==> config.mk <==
export PLATFORM = sky130hd
export DESIGN_NAME = oss_top
export DESIGN_NICKNAME = d
export VERILOG_FILES = /design/src/oss_pkg.sv /design/src/oss_sw_if.sv /design/src/oss_top.sv /design/src/oss_sync3.sv /design/src/oss_clk_switch.sv
export VERILOG_INCLUDE_DIRS = /design/src
export SDC_FILE = /design/constraint.sdc
export NUM_CORES = 1
export LEC_CHECK = 0
export BUFFER_PORTS_ARGS = -buffer_cell sky130_fd_sc_hd__buf_2
export CAP_MARGIN = 20
export CORE_MARGIN = 3
export CORE_UTILIZATION = 47
export DETAILED_ROUTE_END_ITERATION = 10
export PLACE_DENSITY = 0.83
export SLEW_MARGIN = 20
export SYNTH_ARGS = -nofsm -noshare
export SYNTH_HDL_FRONTEND = slang
export SYNTH_SLANG_ARGS = --single-unit
export TNS_END_PERCENT = 1
==> constraint.sdc <==
create_clock -name clk -period 1.8 [get_ports clk]
set_input_delay 0 -clock clk [delete_from_list [all_inputs] [get_ports clk]]
set_output_delay 0 -clock clk [all_outputs]
set_load 0.03 [all_outputs]
==> src/oss_consts.svh <==
/*
 * constants for the system oscillator select block: register offsets,
 * field positions and reset values.
 * assumes it is included by its bare name inside module bodies.
 */
`ifndef OSS_CONSTS_SVH
`define OSS_CONSTS_SVH

// register byte offsets, one aligned word each
`define OSS_OFF_CTRL        8'h00
`define OSS_OFF_STATUS      8'h04
// control register fields
`define OSS_CTRL_SLOWSEL    0
`define OSS_CTRL_LOWPWR     1
// status register fields
`define OSS_ST_SLOWACT      0
`define OSS_ST_BUSY         1
`define OSS_ST_TYPE_LO      2
`define OSS_ST_FREQ_LO      4
`define OSS_ST_SLOWRC       6
`define OSS_ST_SLEEP        7
// reset values and bus answers
`define OSS_CTRL_RST        2'h0
`define OSS_RESP_OKAY       2'h0
`define OSS_RESP_SLVERR     2'h2
`define OSS_DATA_ZERO       32'h0000_0000

`endif

==> src/oss_pkg.sv <==
/*
 * types shared by the oscillator select modules.
 * assumes nothing beyond a systemverilog compiler.
 */
package oss_pkg;
	// oscillator configuration option
	typedef enum logic [1:0] {
		OSS_OSC_EXT_XTAL  = 2'h0, // external crystal across both pins
		OSS_OSC_EXT_RC    = 2'h1, // external rc on first pin
		OSS_OSC_FAST_RC   = 2'h2, // internal fast rc, no pins
		OSS_OSC_PAIRED    = 2'h3  // internal fast rc plus slow crystal
	} oss_osc_t;
	// internal fast rc frequency option
	typedef enum logic [1:0] {
		OSS_FREQ_4M  = 2'h0,
		OSS_FREQ_8M  = 2'h1,
		OSS_FREQ_12M = 2'h2
	} oss_freq_t;
	// clock switch states, gray along fast-slow-fast
	typedef enum logic [1:0] {
		OSS_SW_FAST    = 2'h0,
		OSS_SW_TO_SLOW = 2'h1,
		OSS_SW_SLOW    = 2'h3,
		OSS_SW_TO_FAST = 2'h2
	} oss_sw_state_t;
endpackage

==> src/oss_sw_if.sv <==
/*
 * interface between the top and the glitch-free clock switch.
 * assumes both ends run on the same clock.
 */
`timescale 1ns/1ps
interface oss_sw_if;
	logic fast_tick;   // tick of the fast source
	logic slow_tick;   // tick of the slow crystal
	logic want_slow;   // request for slow system clock
	logic tick;        // selected system clock tick
	logic fast_en;     // fast rc must run
	logic slow_active; // slow crystal drives system clock
	logic busy;        // hand-over in progress
	modport ctrl (output fast_tick, slow_tick, want_slow,
	              input tick, fast_en, slow_active, busy);
	modport sw   (input fast_tick, slow_tick, want_slow,
	              output tick, fast_en, slow_active, busy);
endinterface

==> src/oss_top.sv <==
/*
 * system oscillator select: source choice from option bits, pin release,
 * sleep gating, watchdog and time base clock supply, slow crystal power
 * mode and the axi4-lite register slave.
 * assumes oscillator levels arrive unsynchronised, sleep_req comes from
 * the cpu on clk, and the bus master follows axi4-lite.
 */
// Register access over AXI4-Lite and the register addresses are this design's own decisions.
//Operation
//- five sources, three fast, two slow
//- external crystal uses both oscillator pins
//- external rc uses first pin, frees bit5
//- fast rc fixed at 4, 8 or 12 MHz
//- fast rc frees port a bits 5, 6
//- sleep stops system clock, slow crystal runs
//- slow crystal independent, on both pins
//- slow crystal only paired with fast rc
//- also clocks watchdog and time base
//- low-power bit: 0 quick, 1 low power
//- low-power bit cleared at power-on
//- low power never stops slow crystal
//- slow select bit picks crystal, stops rc
//- slow crystal works in either mode
`timescale 1ns/1ps
module oss_top #(
	parameter int ADDR_W = 8 // register address width
) (
	// clock, reset, enable
	input  wire logic              clk,
	input  wire logic              rst,
	input  wire logic              ce,
	// configuration option bits
	input  wire logic [1:0]        cfg_osc_type,
	input  wire logic [1:0]        cfg_fast_rc_freq,
	input  wire logic              cfg_slow_rc_en,
	// raw oscillator levels
	input  wire logic              osc_pin_in,
	input  wire logic              int_fast_rc_osc,
	input  wire logic              int_slow_rc_osc,
	// cpu power state
	input  wire logic              sleep_req,
	// oscillator and pin control
	output logic                   osc_amp_en,
	output logic                   fast_rc_en,
	output logic [1:0]             fast_rc_freq_sel,
	output logic                   slow_osc_en,
	output logic                   slow_osc_low_power,
	output logic                   slow_rc_en,
	output logic                   port_a_bit5_gpio,
	output logic                   port_a_bit6_gpio,
	// clock ticks
	output logic                   sys_tick,
	output logic                   wdt_tick,
	output logic                   timebase_tick,
	// axi4-lite write address
	input  wire logic [ADDR_W-1:0] s_axi_awaddr,
	input  wire logic              s_axi_awvalid,
	output logic                   s_axi_awready,
	// axi4-lite write data
	input  wire logic [31:0]       s_axi_wdata,
	input  wire logic [3:0]        s_axi_wstrb,
	input  wire logic              s_axi_wvalid,
	output logic                   s_axi_wready,
	// axi4-lite write response
	output logic [1:0]             s_axi_bresp,
	output logic                   s_axi_bvalid,
	input  wire logic              s_axi_bready,
	// axi4-lite read address
	input  wire logic [ADDR_W-1:0] s_axi_araddr,
	input  wire logic              s_axi_arvalid,
	output logic                   s_axi_arready,
	// axi4-lite read data
	output logic [31:0]            s_axi_rdata,
	output logic [1:0]             s_axi_rresp,
	output logic                   s_axi_rvalid,
	input  wire logic              s_axi_rready
);
`include "oss_consts.svh"

	// word offset decode shared by the read and write paths
	function automatic logic addr_is(input logic [ADDR_W-1:0] a, input logic [7:0] off);
		addr_is = (a[ADDR_W-1:2] == off[ADDR_W-1:2]);
	endfunction

	// latched configuration
	logic                cfg_loaded;   // options captured after reset
	oss_pkg::oss_osc_t   osc_type;     // oscillator option
	oss_pkg::oss_freq_t  fast_freq;    // fast rc frequency option
	logic                slow_rc_on;   // slow rc option

	// software control bits
	logic [1:0]          ctrl;         // slow select and low power

	// synchronised ticks
	wire                 pin_rise;     // osc pin rising edge
	wire                 frc_rise;     // fast rc rising edge
	wire                 src_rise;     // slow rc rising edge

	// decoded configuration
	wire                 paired;       // fast rc with slow crystal
	wire                 uses_frc;     // fast rc is the fast source
	wire                 fast_src;     // tick of the fast source
	wire                 slow_xtal;    // tick of the slow crystal
	wire                 next_sys;     // gated system tick
	wire                 next_wdt;     // watchdog tick
	wire                 next_tb;      // time base tick
	oss_pkg::oss_freq_t  freq_legal;   // frequency with reserved mapped

	// bus state
	logic                aw_got;       // write address held
	logic                w_got;        // write data held
	logic [ADDR_W-1:0]   aw_addr;      // held write address
	logic [31:0]         w_data;       // held write data
	logic [3:0]          w_strb;       // held byte enables
	wire                 do_write;     // both halves present
	wire                 wr_ctrl;      // write hits control
	wire [31:0]          status_word;  // status read value
	wire [31:0]          next_rdata;   // read mux result
	wire                 rd_hit;       // read address mapped

	// glitch-free switch link
	oss_sw_if            sw_link ();

	// synchronisers for each oscillator level
	oss_sync3 u_sync_pin (
		.clk  (clk),
		.rst  (rst),
		.ce   (ce),
		.raw  (osc_pin_in),
		.rise (pin_rise)
	);
	oss_sync3 u_sync_frc (
		.clk  (clk),
		.rst  (rst),
		.ce   (ce),
		.raw  (int_fast_rc_osc),
		.rise (frc_rise)
	);
	oss_sync3 u_sync_src (
		.clk  (clk),
		.rst  (rst),
		.ce   (ce),
		.raw  (int_slow_rc_osc),
		.rise (src_rise)
	);

	// fast/slow hand-over
	oss_clk_switch u_switch (
		.clk (clk),
		.rst (rst),
		.ce  (ce),
		.sw  (sw_link)
	);

	// option bits caught once, on the first enabled cycle after reset
	always_ff @(posedge clk) begin
		if (rst) begin
			cfg_loaded <= 1'b0;
			osc_type   <= oss_pkg::OSS_OSC_FAST_RC;
			fast_freq  <= oss_pkg::OSS_FREQ_4M;
			slow_rc_on <= 1'b0;
		end else if (ce && !cfg_loaded) begin
			cfg_loaded <= 1'b1;
			osc_type   <= oss_pkg::oss_osc_t'(cfg_osc_type);
			fast_freq  <= oss_pkg::oss_freq_t'(cfg_fast_rc_freq);
			slow_rc_on <= cfg_slow_rc_en;
		end
	end

	// source decode
	assign paired     = (osc_type == oss_pkg::OSS_OSC_PAIRED);
	assign uses_frc   = (osc_type == oss_pkg::OSS_OSC_FAST_RC) || paired;
	// external crystal and rc both arrive on the first pin
	assign fast_src   = uses_frc ? frc_rise : pin_rise;
	// slow crystal shares the pins, only when paired
	assign slow_xtal  = paired && pin_rise;
	// reserved frequency code falls back to the lowest rate
	assign freq_legal = (fast_freq == oss_pkg::OSS_FREQ_12M || fast_freq == oss_pkg::OSS_FREQ_8M) ?
	                    fast_freq : oss_pkg::OSS_FREQ_4M;

	// switch requests; slow select only counts when paired
	assign sw_link.fast_tick = fast_src;
	assign sw_link.slow_tick = slow_xtal;
	assign sw_link.want_slow = paired && ctrl[`OSS_CTRL_SLOWSEL];

	// tick routing
	assign next_sys = sw_link.tick && !sleep_req && cfg_loaded;
	// watchdog prefers the slow rc, then the slow crystal, then sysclk
	assign next_wdt = slow_rc_on ? src_rise : (paired ? slow_xtal : next_sys);
	// time base keeps counting on the slow crystal in sleep
	assign next_tb  = paired ? slow_xtal : next_sys;

	// registered oscillator controls and pin release
	always_ff @(posedge clk) begin
		if (rst) begin
			osc_amp_en       <= 1'b0;
			fast_rc_en       <= 1'b0;
			fast_rc_freq_sel <= oss_pkg::OSS_FREQ_4M;
			slow_osc_en      <= 1'b0;
			slow_rc_en       <= 1'b0;
			port_a_bit5_gpio <= 1'b0;
			port_a_bit6_gpio <= 1'b0;
		end else if (ce) begin
			// amplifier runs for external crystal outside sleep, or for slow crystal always
			osc_amp_en <= cfg_loaded && ((osc_type == oss_pkg::OSS_OSC_EXT_XTAL && !sleep_req) ||
			                             paired);
			// fast rc stops in sleep and in slow mode
			fast_rc_en <= cfg_loaded && uses_frc && sw_link.fast_en && !sleep_req;
			fast_rc_freq_sel <= freq_legal;
			// slow crystal never stopped by sleep or low power
			slow_osc_en <= cfg_loaded && paired;
			slow_rc_en  <= cfg_loaded && slow_rc_on;
			// bit5 free for rc and internal rc, bit6 free for internal rc only
			port_a_bit5_gpio <= cfg_loaded && (osc_type == oss_pkg::OSS_OSC_EXT_RC ||
			                                   osc_type == oss_pkg::OSS_OSC_FAST_RC);
			port_a_bit6_gpio <= cfg_loaded && (osc_type == oss_pkg::OSS_OSC_FAST_RC);
		end
	end

	// registered ticks and low power select
	always_ff @(posedge clk) begin
		if (rst) begin
			sys_tick           <= 1'b0;
			wdt_tick           <= 1'b0;
			timebase_tick      <= 1'b0;
			slow_osc_low_power <= 1'b0;
		end else if (ce) begin
			sys_tick      <= next_sys;
			wdt_tick      <= next_wdt;
			timebase_tick <= next_tb;
			// only start-up time changes with this bit
			slow_osc_low_power <= paired && ctrl[`OSS_CTRL_LOWPWR];
		end
	end

	// write path decode
	assign do_write = aw_got && w_got && !s_axi_bvalid;
	assign wr_ctrl  = addr_is(aw_addr, `OSS_OFF_CTRL);

	// control register, cleared at power-on
	always_ff @(posedge clk) begin
		if (rst) begin
			ctrl <= `OSS_CTRL_RST;
		end else if (ce && do_write && wr_ctrl && w_strb[0]) begin
			ctrl <= w_data[1:0];
		end
	end

	// write address and data taken in either order, answered together
	always_ff @(posedge clk) begin
		if (rst) begin
			s_axi_awready <= 1'b0;
			s_axi_wready  <= 1'b0;
			s_axi_bvalid  <= 1'b0;
			s_axi_bresp   <= `OSS_RESP_OKAY;
			aw_got        <= 1'b0;
			w_got         <= 1'b0;
			aw_addr       <= '0;
			w_data        <= `OSS_DATA_ZERO;
			w_strb        <= 4'h0;
		end else if (ce) begin
			// ready rises after reset and after each response
			if (!aw_got && !s_axi_awready && !s_axi_bvalid) begin
				s_axi_awready <= 1'b1;
			end else if (s_axi_awvalid && s_axi_awready) begin
				s_axi_awready <= 1'b0;
				aw_got        <= 1'b1;
				aw_addr       <= s_axi_awaddr;
			end
			if (!w_got && !s_axi_wready && !s_axi_bvalid) begin
				s_axi_wready <= 1'b1;
			end else if (s_axi_wvalid && s_axi_wready) begin
				s_axi_wready <= 1'b0;
				w_got        <= 1'b1;
				w_data       <= s_axi_wdata;
				w_strb       <= s_axi_wstrb;
			end
			// response once both halves are held
			if (do_write) begin
				aw_got       <= 1'b0;
				w_got        <= 1'b0;
				s_axi_bvalid <= 1'b1;
				s_axi_bresp  <= wr_ctrl ? `OSS_RESP_OKAY : `OSS_RESP_SLVERR;
			end else if (s_axi_bvalid && s_axi_bready) begin
				s_axi_bvalid <= 1'b0;
			end
		end
	end

	// status word shows switch, option and sleep state
	assign status_word = {24'h00_0000, sleep_req, slow_rc_on, freq_legal, osc_type,
	                      sw_link.busy, sw_link.slow_active};
	assign rd_hit      = addr_is(s_axi_araddr, `OSS_OFF_CTRL) || addr_is(s_axi_araddr, `OSS_OFF_STATUS);
	assign next_rdata  = addr_is(s_axi_araddr, `OSS_OFF_CTRL)   ? {30'h0000_0000, ctrl} :
	                     addr_is(s_axi_araddr, `OSS_OFF_STATUS) ? status_word : `OSS_DATA_ZERO;

	// read: one address at a time, data one cycle after the handshake
	always_ff @(posedge clk) begin
		if (rst) begin
			s_axi_arready <= 1'b0;
			s_axi_rvalid  <= 1'b0;
			s_axi_rdata   <= `OSS_DATA_ZERO;
			s_axi_rresp   <= `OSS_RESP_OKAY;
		end else if (ce) begin
			if (s_axi_arvalid && s_axi_arready) begin
				s_axi_arready <= 1'b0;
				s_axi_rvalid  <= 1'b1;
				s_axi_rdata   <= next_rdata;
				s_axi_rresp   <= rd_hit ? `OSS_RESP_OKAY : `OSS_RESP_SLVERR;
			end else if (s_axi_rvalid && s_axi_rready) begin
				s_axi_rvalid  <= 1'b0;
			end else if (!s_axi_rvalid) begin
				s_axi_arready <= 1'b1;
			end
		end
	end

	// option bits never move once loaded
	chk_cfg_frozen: assert property (@(posedge clk) disable iff (rst)
		cfg_loaded ##1 cfg_loaded |-> $stable(osc_type) && $stable(fast_freq))
		else $error("oscillator option changed at run time");
	// external rc frees bit5 only
	chk_erc_pins: assert property (@(posedge clk) disable iff (rst)
		ce && cfg_loaded && osc_type == oss_pkg::OSS_OSC_EXT_RC |=> port_a_bit5_gpio && !port_a_bit6_gpio)
		else $error("external rc pin release wrong");
	// internal rc frees both pins
	chk_frc_pins: assert property (@(posedge clk) disable iff (rst)
		ce && cfg_loaded && osc_type == oss_pkg::OSS_OSC_FAST_RC |=> port_a_bit5_gpio && port_a_bit6_gpio)
		else $error("internal rc pin release wrong");
	// no system tick during sleep
	chk_sleep_stop: assert property (@(posedge clk) disable iff (rst)
		ce && sleep_req |=> !sys_tick && !fast_rc_en)
		else $error("system clock ran in sleep");
	// slow crystal keeps running whatever the power bit
	chk_slow_runs: assert property (@(posedge clk) disable iff (rst)
		ce && cfg_loaded && paired |=> slow_osc_en)
		else $error("slow crystal stopped");
	// power bit clear right after reset
	chk_lp_reset: assert property (@(posedge clk) disable iff (rst)
		$fell(rst) |-> !slow_osc_low_power && ctrl == `OSS_CTRL_RST)
		else $error("low power bit not cleared at reset");
	// power bit reaches the crystal in paired mode
	chk_lp_map: assert property (@(posedge clk) disable iff (rst)
		ce && paired |=> slow_osc_low_power == $past(ctrl[`OSS_CTRL_LOWPWR]))
		else $error("low power mode not applied");
	// slow system clock impossible outside paired mode
	chk_slow_paired: assert property (@(posedge clk) disable iff (rst)
		cfg_loaded && !paired |-> !sw_link.slow_active)
		else $error("slow clock used without pairing");
	// time base follows slow crystal in paired mode
	chk_tb_source: assert property (@(posedge clk) disable iff (rst)
		ce && paired |=> timebase_tick == $past(slow_xtal))
		else $error("time base source wrong");
endmodule

==> src/oss_sync3.sv <==
/*
 * three-stage synchroniser with rising edge tick for an oscillator level.
 * assumes raw comes from outside the clk domain.
 */
`timescale 1ns/1ps
module oss_sync3 (
	// clock and control
	input  wire logic clk,
	input  wire logic rst,
	input  wire logic ce,
	// oscillator level and tick
	input  wire logic raw,
	output logic      rise
);
	logic ff1;   // first stage, read by ff2 only
	logic ff2;   // second stage
	logic ff3;   // third stage
	logic level; // accepted level

	// shift and accept a level once stages two and three agree
	always_ff @(posedge clk) begin
		if (rst) begin
			ff1 <= 1'b0;
			ff2 <= 1'b0;
			ff3 <= 1'b0;
			level <= 1'b0;
		end else if (ce) begin
			ff1 <= raw;
			ff2 <= ff1;
			ff3 <= ff2;
			if (ff2 == ff3) begin
				level <= ff3;
			end
		end
	end

	// one tick per accepted rising change
	assign rise = ce && (ff2 == ff3) && ff3 && !level;
endmodule

==> src/oss_clk_switch.sv <==
/*
 * glitch-free hand-over of the system clock tick between fast and slow.
 * assumes ticks are single-cycle enables on the same clock.
 */
`timescale 1ns/1ps
module oss_clk_switch (
	// clock and control
	input wire logic clk,
	input wire logic rst,
	input wire logic ce,
	// switch requests and ticks
	oss_sw_if.sw     sw
);
	oss_pkg::oss_sw_state_t state;      // current hand-over state
	oss_pkg::oss_sw_state_t next_state; // next hand-over state
	wire                    on_slow;    // slow source feeds the tick

	// new clock takes over only on its own tick, old one stops after
	always_comb begin
		next_state = state;
		case (state)
			oss_pkg::OSS_SW_FAST:    if (sw.want_slow) next_state = oss_pkg::OSS_SW_TO_SLOW;
			oss_pkg::OSS_SW_TO_SLOW: if (sw.slow_tick) next_state = oss_pkg::OSS_SW_SLOW;
			oss_pkg::OSS_SW_SLOW:    if (!sw.want_slow) next_state = oss_pkg::OSS_SW_TO_FAST;
			oss_pkg::OSS_SW_TO_FAST: if (sw.fast_tick) next_state = oss_pkg::OSS_SW_FAST;
			default:                 next_state = oss_pkg::OSS_SW_FAST;
		endcase
	end

	// state register
	always_ff @(posedge clk) begin
		if (rst) begin
			state <= oss_pkg::OSS_SW_FAST;
		end else if (ce) begin
			state <= next_state;
		end
	end

	assign on_slow        = (state == oss_pkg::OSS_SW_SLOW) || (state == oss_pkg::OSS_SW_TO_FAST);
	assign sw.tick        = on_slow ? sw.slow_tick : sw.fast_tick;
	assign sw.fast_en     = (state != oss_pkg::OSS_SW_SLOW);
	assign sw.slow_active = on_slow;
	assign sw.busy        = (state == oss_pkg::OSS_SW_TO_SLOW) || (state == oss_pkg::OSS_SW_TO_FAST);

	// slow state entered only on a slow tick
	chk_slow_entry: assert property (@(posedge clk) disable iff (rst)
		(state == oss_pkg::OSS_SW_TO_SLOW) ##1 (state == oss_pkg::OSS_SW_SLOW) |-> $past(sw.slow_tick))
		else $error("slow clock taken without its tick");
	// fast rc only stops once the slow clock has taken over
	chk_fast_kept: assert property (@(posedge clk) disable iff (rst)
		$fell(sw.fast_en) |-> sw.slow_active)
		else $error("fast rc stopped before hand-over");
endmodule

* Word level (Yosys, flattened, before mapping) *
Cells that the tools add are included.

storage, ports and cells
  flip-flop bits (word level) = 88
  output and inout port bits = 53

operators by class
  equal/unequal tests = 21
  mux-type cells = 31
  bitwise gates (word level) = 2
  reductions and logical operators = 80

operators by type and width
  operator                                             count
  logical AND 1 bit                                    38
  2-to-1 mux 1 bit                                     21
  AND reduction 2 bit                                  9
  2-to-1 mux 8 bit                                     2
  AND reduction 3 bit                                  5
  2-to-1 mux 2 bit                                     7
  logical NOT 6 bit                                    2
  != test 2 bit, second input constant                 6
  nonzero test 2 bit                                   6
  equality test 2 bit, second input constant           5
  logical NOT 1 bit                                    10
  case mux 2 bit (4 select lines)                      1
  logical OR 1 bit                                     7
  equality test 2 x 1 -> 1 bit, second input constant  3
  equality test 6 x 1 -> 1 bit, second input constant  1
  != test 2 x 1 -> 1 bit, second input constant        3
  AND reduction 5 bit                                  1
  logical NOT 2 bit                                    2
  equality test 1 bit                                  3
  inverter 1 bit                                       2

* Logic depth before layout (Yosys ltp) *
  depth in word-level cells = 10
  mapped depth = 6
  depth with buffers taken out = 6

* Cells and area by module *
From an unflattened synthesis, not the netlist that was laid out.

second synthesis, totals
  cell total of the unflattened synthesis = 307
  area, all modules = 2812.7 sq um

by module, submodules not included
  module          times used  cells each  area an instance (sq um)  sequential area each (sq um)
  oss_top         1           234         2105.8                    920.9
  oss_sync3       3           17          172.7                     80.1
  oss_clk_switch  1           22          188.9                     40.0

* Worst setup path after synthesis *
Ideal clock, no wire load.

  path type = register to register
  from = register u_switch.state[0]
  to = register u_switch.state[0]
  data arrival time = 1.537 ns
  data required time = 1.714 ns
  setup slack = 0.178 ns
  stages on the path, launching flop included = 7
  path buffers = 0
  cell sequence = dfxtp_1 inv_1 ha_1 a21boi_0 a311o_1 a221o_1 a211oi_1

on the way
  word-level cells in the longest chain between the ends = 3

RTL lines
  what                                                               line                  text
  start, declared                                                    oss_clk_switch.sv:14  oss_pkg::oss_sw_state_t state;
  start signal, assigned                                             oss_clk_switch.sv:33  state <= oss_pkg::OSS_SW_FAST;
  start signal, assigned                                             oss_clk_switch.sv:35  state <= next_state;
  equality test 2 bit (tied with other cells)                        oss_clk_switch.sv:21  case (state)
  != test 2 bit (no line) or != test 2 x 1 -> 1 bit (tied branches)  n/a
  AND reduction 5 bit (no line)                                      n/a

Parallel ways exist; a longest one is shown, timed or not.
A chain may end at the register's enable or synchronous reset.

* Worst setup path after layout *
Ends and elaborated chain as after synthesis.

==> impl_metrics.json <==
{
  "run_status": "completed",
  "cpMaxStageDelayCell": "dfxtp_2",
  "fp.dieH_um": 81.5,
  "antenna_found_initial": 0,
  "drive_above_1_share": 0.237,
  "yosys_register_bits": 60,
  "fin_crit_ns": 1.75,
  "final_cell_mix": "dfxtp_1, buf_2, nor2_1",
  "path_max_fanout": 3,
  "grt_max_degree": 34,
  "fin_crit_sh": 0.971,
  "start_util": 0.505,
  "ys_async_sr_fraction": 0,
  "cts_tree": "yes",
  "drt_iter0_markers": 147,
  "grt_pass1_wl_mm": 9.36,
  "synth_edf_count": 0,
  "cts_setup_buffers": 0,
  "synthCells": 297,
  "cts_buffers": 9,
  "clkLatencyLatePin_ns": 0.33,
  "coreArea_um2": 5300,
  "yosys_warnings": 0,
  "grt.overflow.total": 0,
  "grt_usage": 0.187,
  "syn_avg_cell_area_um2": 9.01,
  "cp.arrival_ns": 2.00,
  "fmax_ghz": 0.572,
  "cp_cell_sequence": "inv_1, ha_2, a21boi_0, a311o_1, a221o_1, a211oi_2",
  "ir_drop_v": 0.000519,
  "io_buffers": 58,
  "hpwl_mm": 3.87,
  "vias": 2292,
  "finalSetupViolations": 0,
  "h-tree-depth": 3,
  "finClkSkew_ns": 0.00565,
  "hold_violations": 0,
  "via_per_inst": 5.05,
  "synthFlopType": "dfxtp_1",
  "slew_violations": 0,
  "hp-class": "in2reg",
  "cts.path.max_buffers": 2,
  "multi_input_area_um2": 1310,
  "worstSetupEndpointType": "flop",
  "register_area_um2": 1200,
  "startpoint_type": "flop",
  "nNetsFinal": 456,
  "cts_sinks": 60,
  "root_buffer": "clkbuf_8",
  "critical_path_class": "reg2reg",
  "die_w_um": 81.5,
  "num_rows": 26,
  "cpPeakStageDelay_ns": 0.35,
  "drtPass1Iterations": 4,
  "die_area_um2": 6640,
  "ys_seq_area_frac": 0.449,
  "cp.required_ns": 2.05,
  "grt_pass1_vias": 2078,
  "diodes": 0,
  "io_pins": 122,
  "max_cap_violations": 0,
  "dp.cells": 416,
  "total_power_mw": 2.89,
  "final_antenna_net_count": 0,
  "yosysUniqueCellTypes": 42,
  "drc": 0,
  "clkTransAtPathRegs_ns": 0.06,
  "p_leak_nw": 1.61,
  "netlist_area_um2": 2680,
  "layoutNonFillerInstCount": 454,
  "cellPowerDensity_nw_per_um2": 850,
  "syn2layout_area_growth_pct": 27.1,
  "gp_congestion": 0.832,
  "routedWlPerCell_um": 13.2,
  "filler_cell_count": 419,
  "drt_wl_total_mm": 6.01
}
==> through the flow <==
| step | hold WS (ns) | setup slack (ns) | cell area [um^2] | util | setup TNS (ns) |
|---|---|---|---|---|---|
| 3_3_place_gp | 0.226 | 0.0869 | 2940 | 0.555 | 0 |
| 3_5_place_dp | 0.233 | 0.0285 | 2940 | 0.555 | 0 |
| 6_report | 0.0226 | 0.0516 | 3400 | 0.642 | 0 |
| 4_1_cts | 0.00752 | 0.00340 | 3360 | 0.634 | 0 |
| 5_1_grt | 0.0542 | -0.0215 | 3400 | 0.642 | -0.0228 |
| 2_1_floorplan | 0.126 | 0.178 | 2770 | - | 0 |
==> timing repair <==
| action | in CTS | in global routing |
|---|---|---|
| endpoints found under the setup margin | 1 | 3 |
| pin swaps | 0 | 2 |
| resized for setup | 2 | 10 |
| endpoints found under the hold margin | 23 | 0 |
| hold buffers | 23 | 0 |
==> critical path, delay by kind of cell (launching register included) <==
family	cells	cell delay [ns]
buffers and inverters	1	0.08
adder cells (fa/ha/maj)	1	0.22
AO/OA/AOI/OAI	4	1.01
flip-flops	1	0.35
==> power by group <==
part / switching [mW] / internal [mW]
registers: 0.0305 / 1.37
logic: 0.233 / 0.139
clock network: 0.483 / 0.641
==> kinds of logic after synthesis <==
logic type	count (synthesis)	share of synthesized area
compound gates	50	0.125
fa+ha+maj	7	0.0327
buf+inv	51	0.114
flops	60	0.449
mux	28	0.105
other cells	1	0.00140
simple gates	100	0.173
==> registers in the layout, summed over array words and instances (netlist names), 2 cells and up <==
register / count
s_axi_rdata: 8
w_data: 2
osc_type: 2
ctrl: 2
aw_addr: 6
fast_freq: 2
fast_rc_freq_sel: 2
u_switch.state: 2
==> cells in the mapped netlist (all sizes together), types with 2 or more instances <==
master   count  share of area
a21oi       18          0.034
nand2b       3         0.0070
o21ai        4         0.0075
clkbuf      12          0.017
nand2       23          0.032
nor2b        4         0.0093
o211ai       2         0.0056
inv          8          0.011
nor3         5         0.0093
dfxtp       60           0.45
nand4b       3         0.0098
a31oi        4         0.0093
a21o         2         0.0056
a2111oi      2         0.0070
nor4         2         0.0047
buf         31          0.086
nor2        43          0.060
ha           7          0.033
a22o         6          0.020
a211oi       3         0.0084
mux2i       27           0.10
nand3       10          0.019
a21boi       2         0.0056
and4b        3          0.011
==> path summary, 6_finish.rpt <==
check / from / end / slack [ns] / cells past startpoint
max: u_switch.state[0]$_SDFFE_PP0P_ / u_switch.state[0]$_SDFFE_PP0P_ / 0.05 / 6
min: s_axi_arvalid / s_axi_rdata[0]$_SDFFE_PP0P_ / 0.02 / 4
max reg2reg: u_switch.state[0]$_SDFFE_PP0P_ / u_switch.state[0]$_SDFFE_PP0P_ / 0.05 / 6
min reg2reg: s_axi_rdata[0]$_SDFFE_PP0P_ / s_axi_rdata[0]$_SDFFE_PP0P_ / 0.45 / 2
==> final cells by class <==
cell class | count | share of cell area
Clock buffer | 14 | 0.0537
Clock inverter | 1 | 0.00147
Inverter | 8 | 0.00883
Multi-Input combinational cell | 211 | 0.384
Sequential cell | 60 | 0.354
Tap cell | 70 | 0.0257
Timing Repair Buffer | 90 | 0.173
==> layer usage <==
layer,GRT usage,vias to the layer above,share of wire
li1,-,1138,-
met1,0.222,1066,0.43
met2,0.302,74,0.50
met3,0.0450,14,0.056
met4,0.120,0,0.023
met5,0,-,0
No activity file was read; power rests on OpenSTA's default activity.
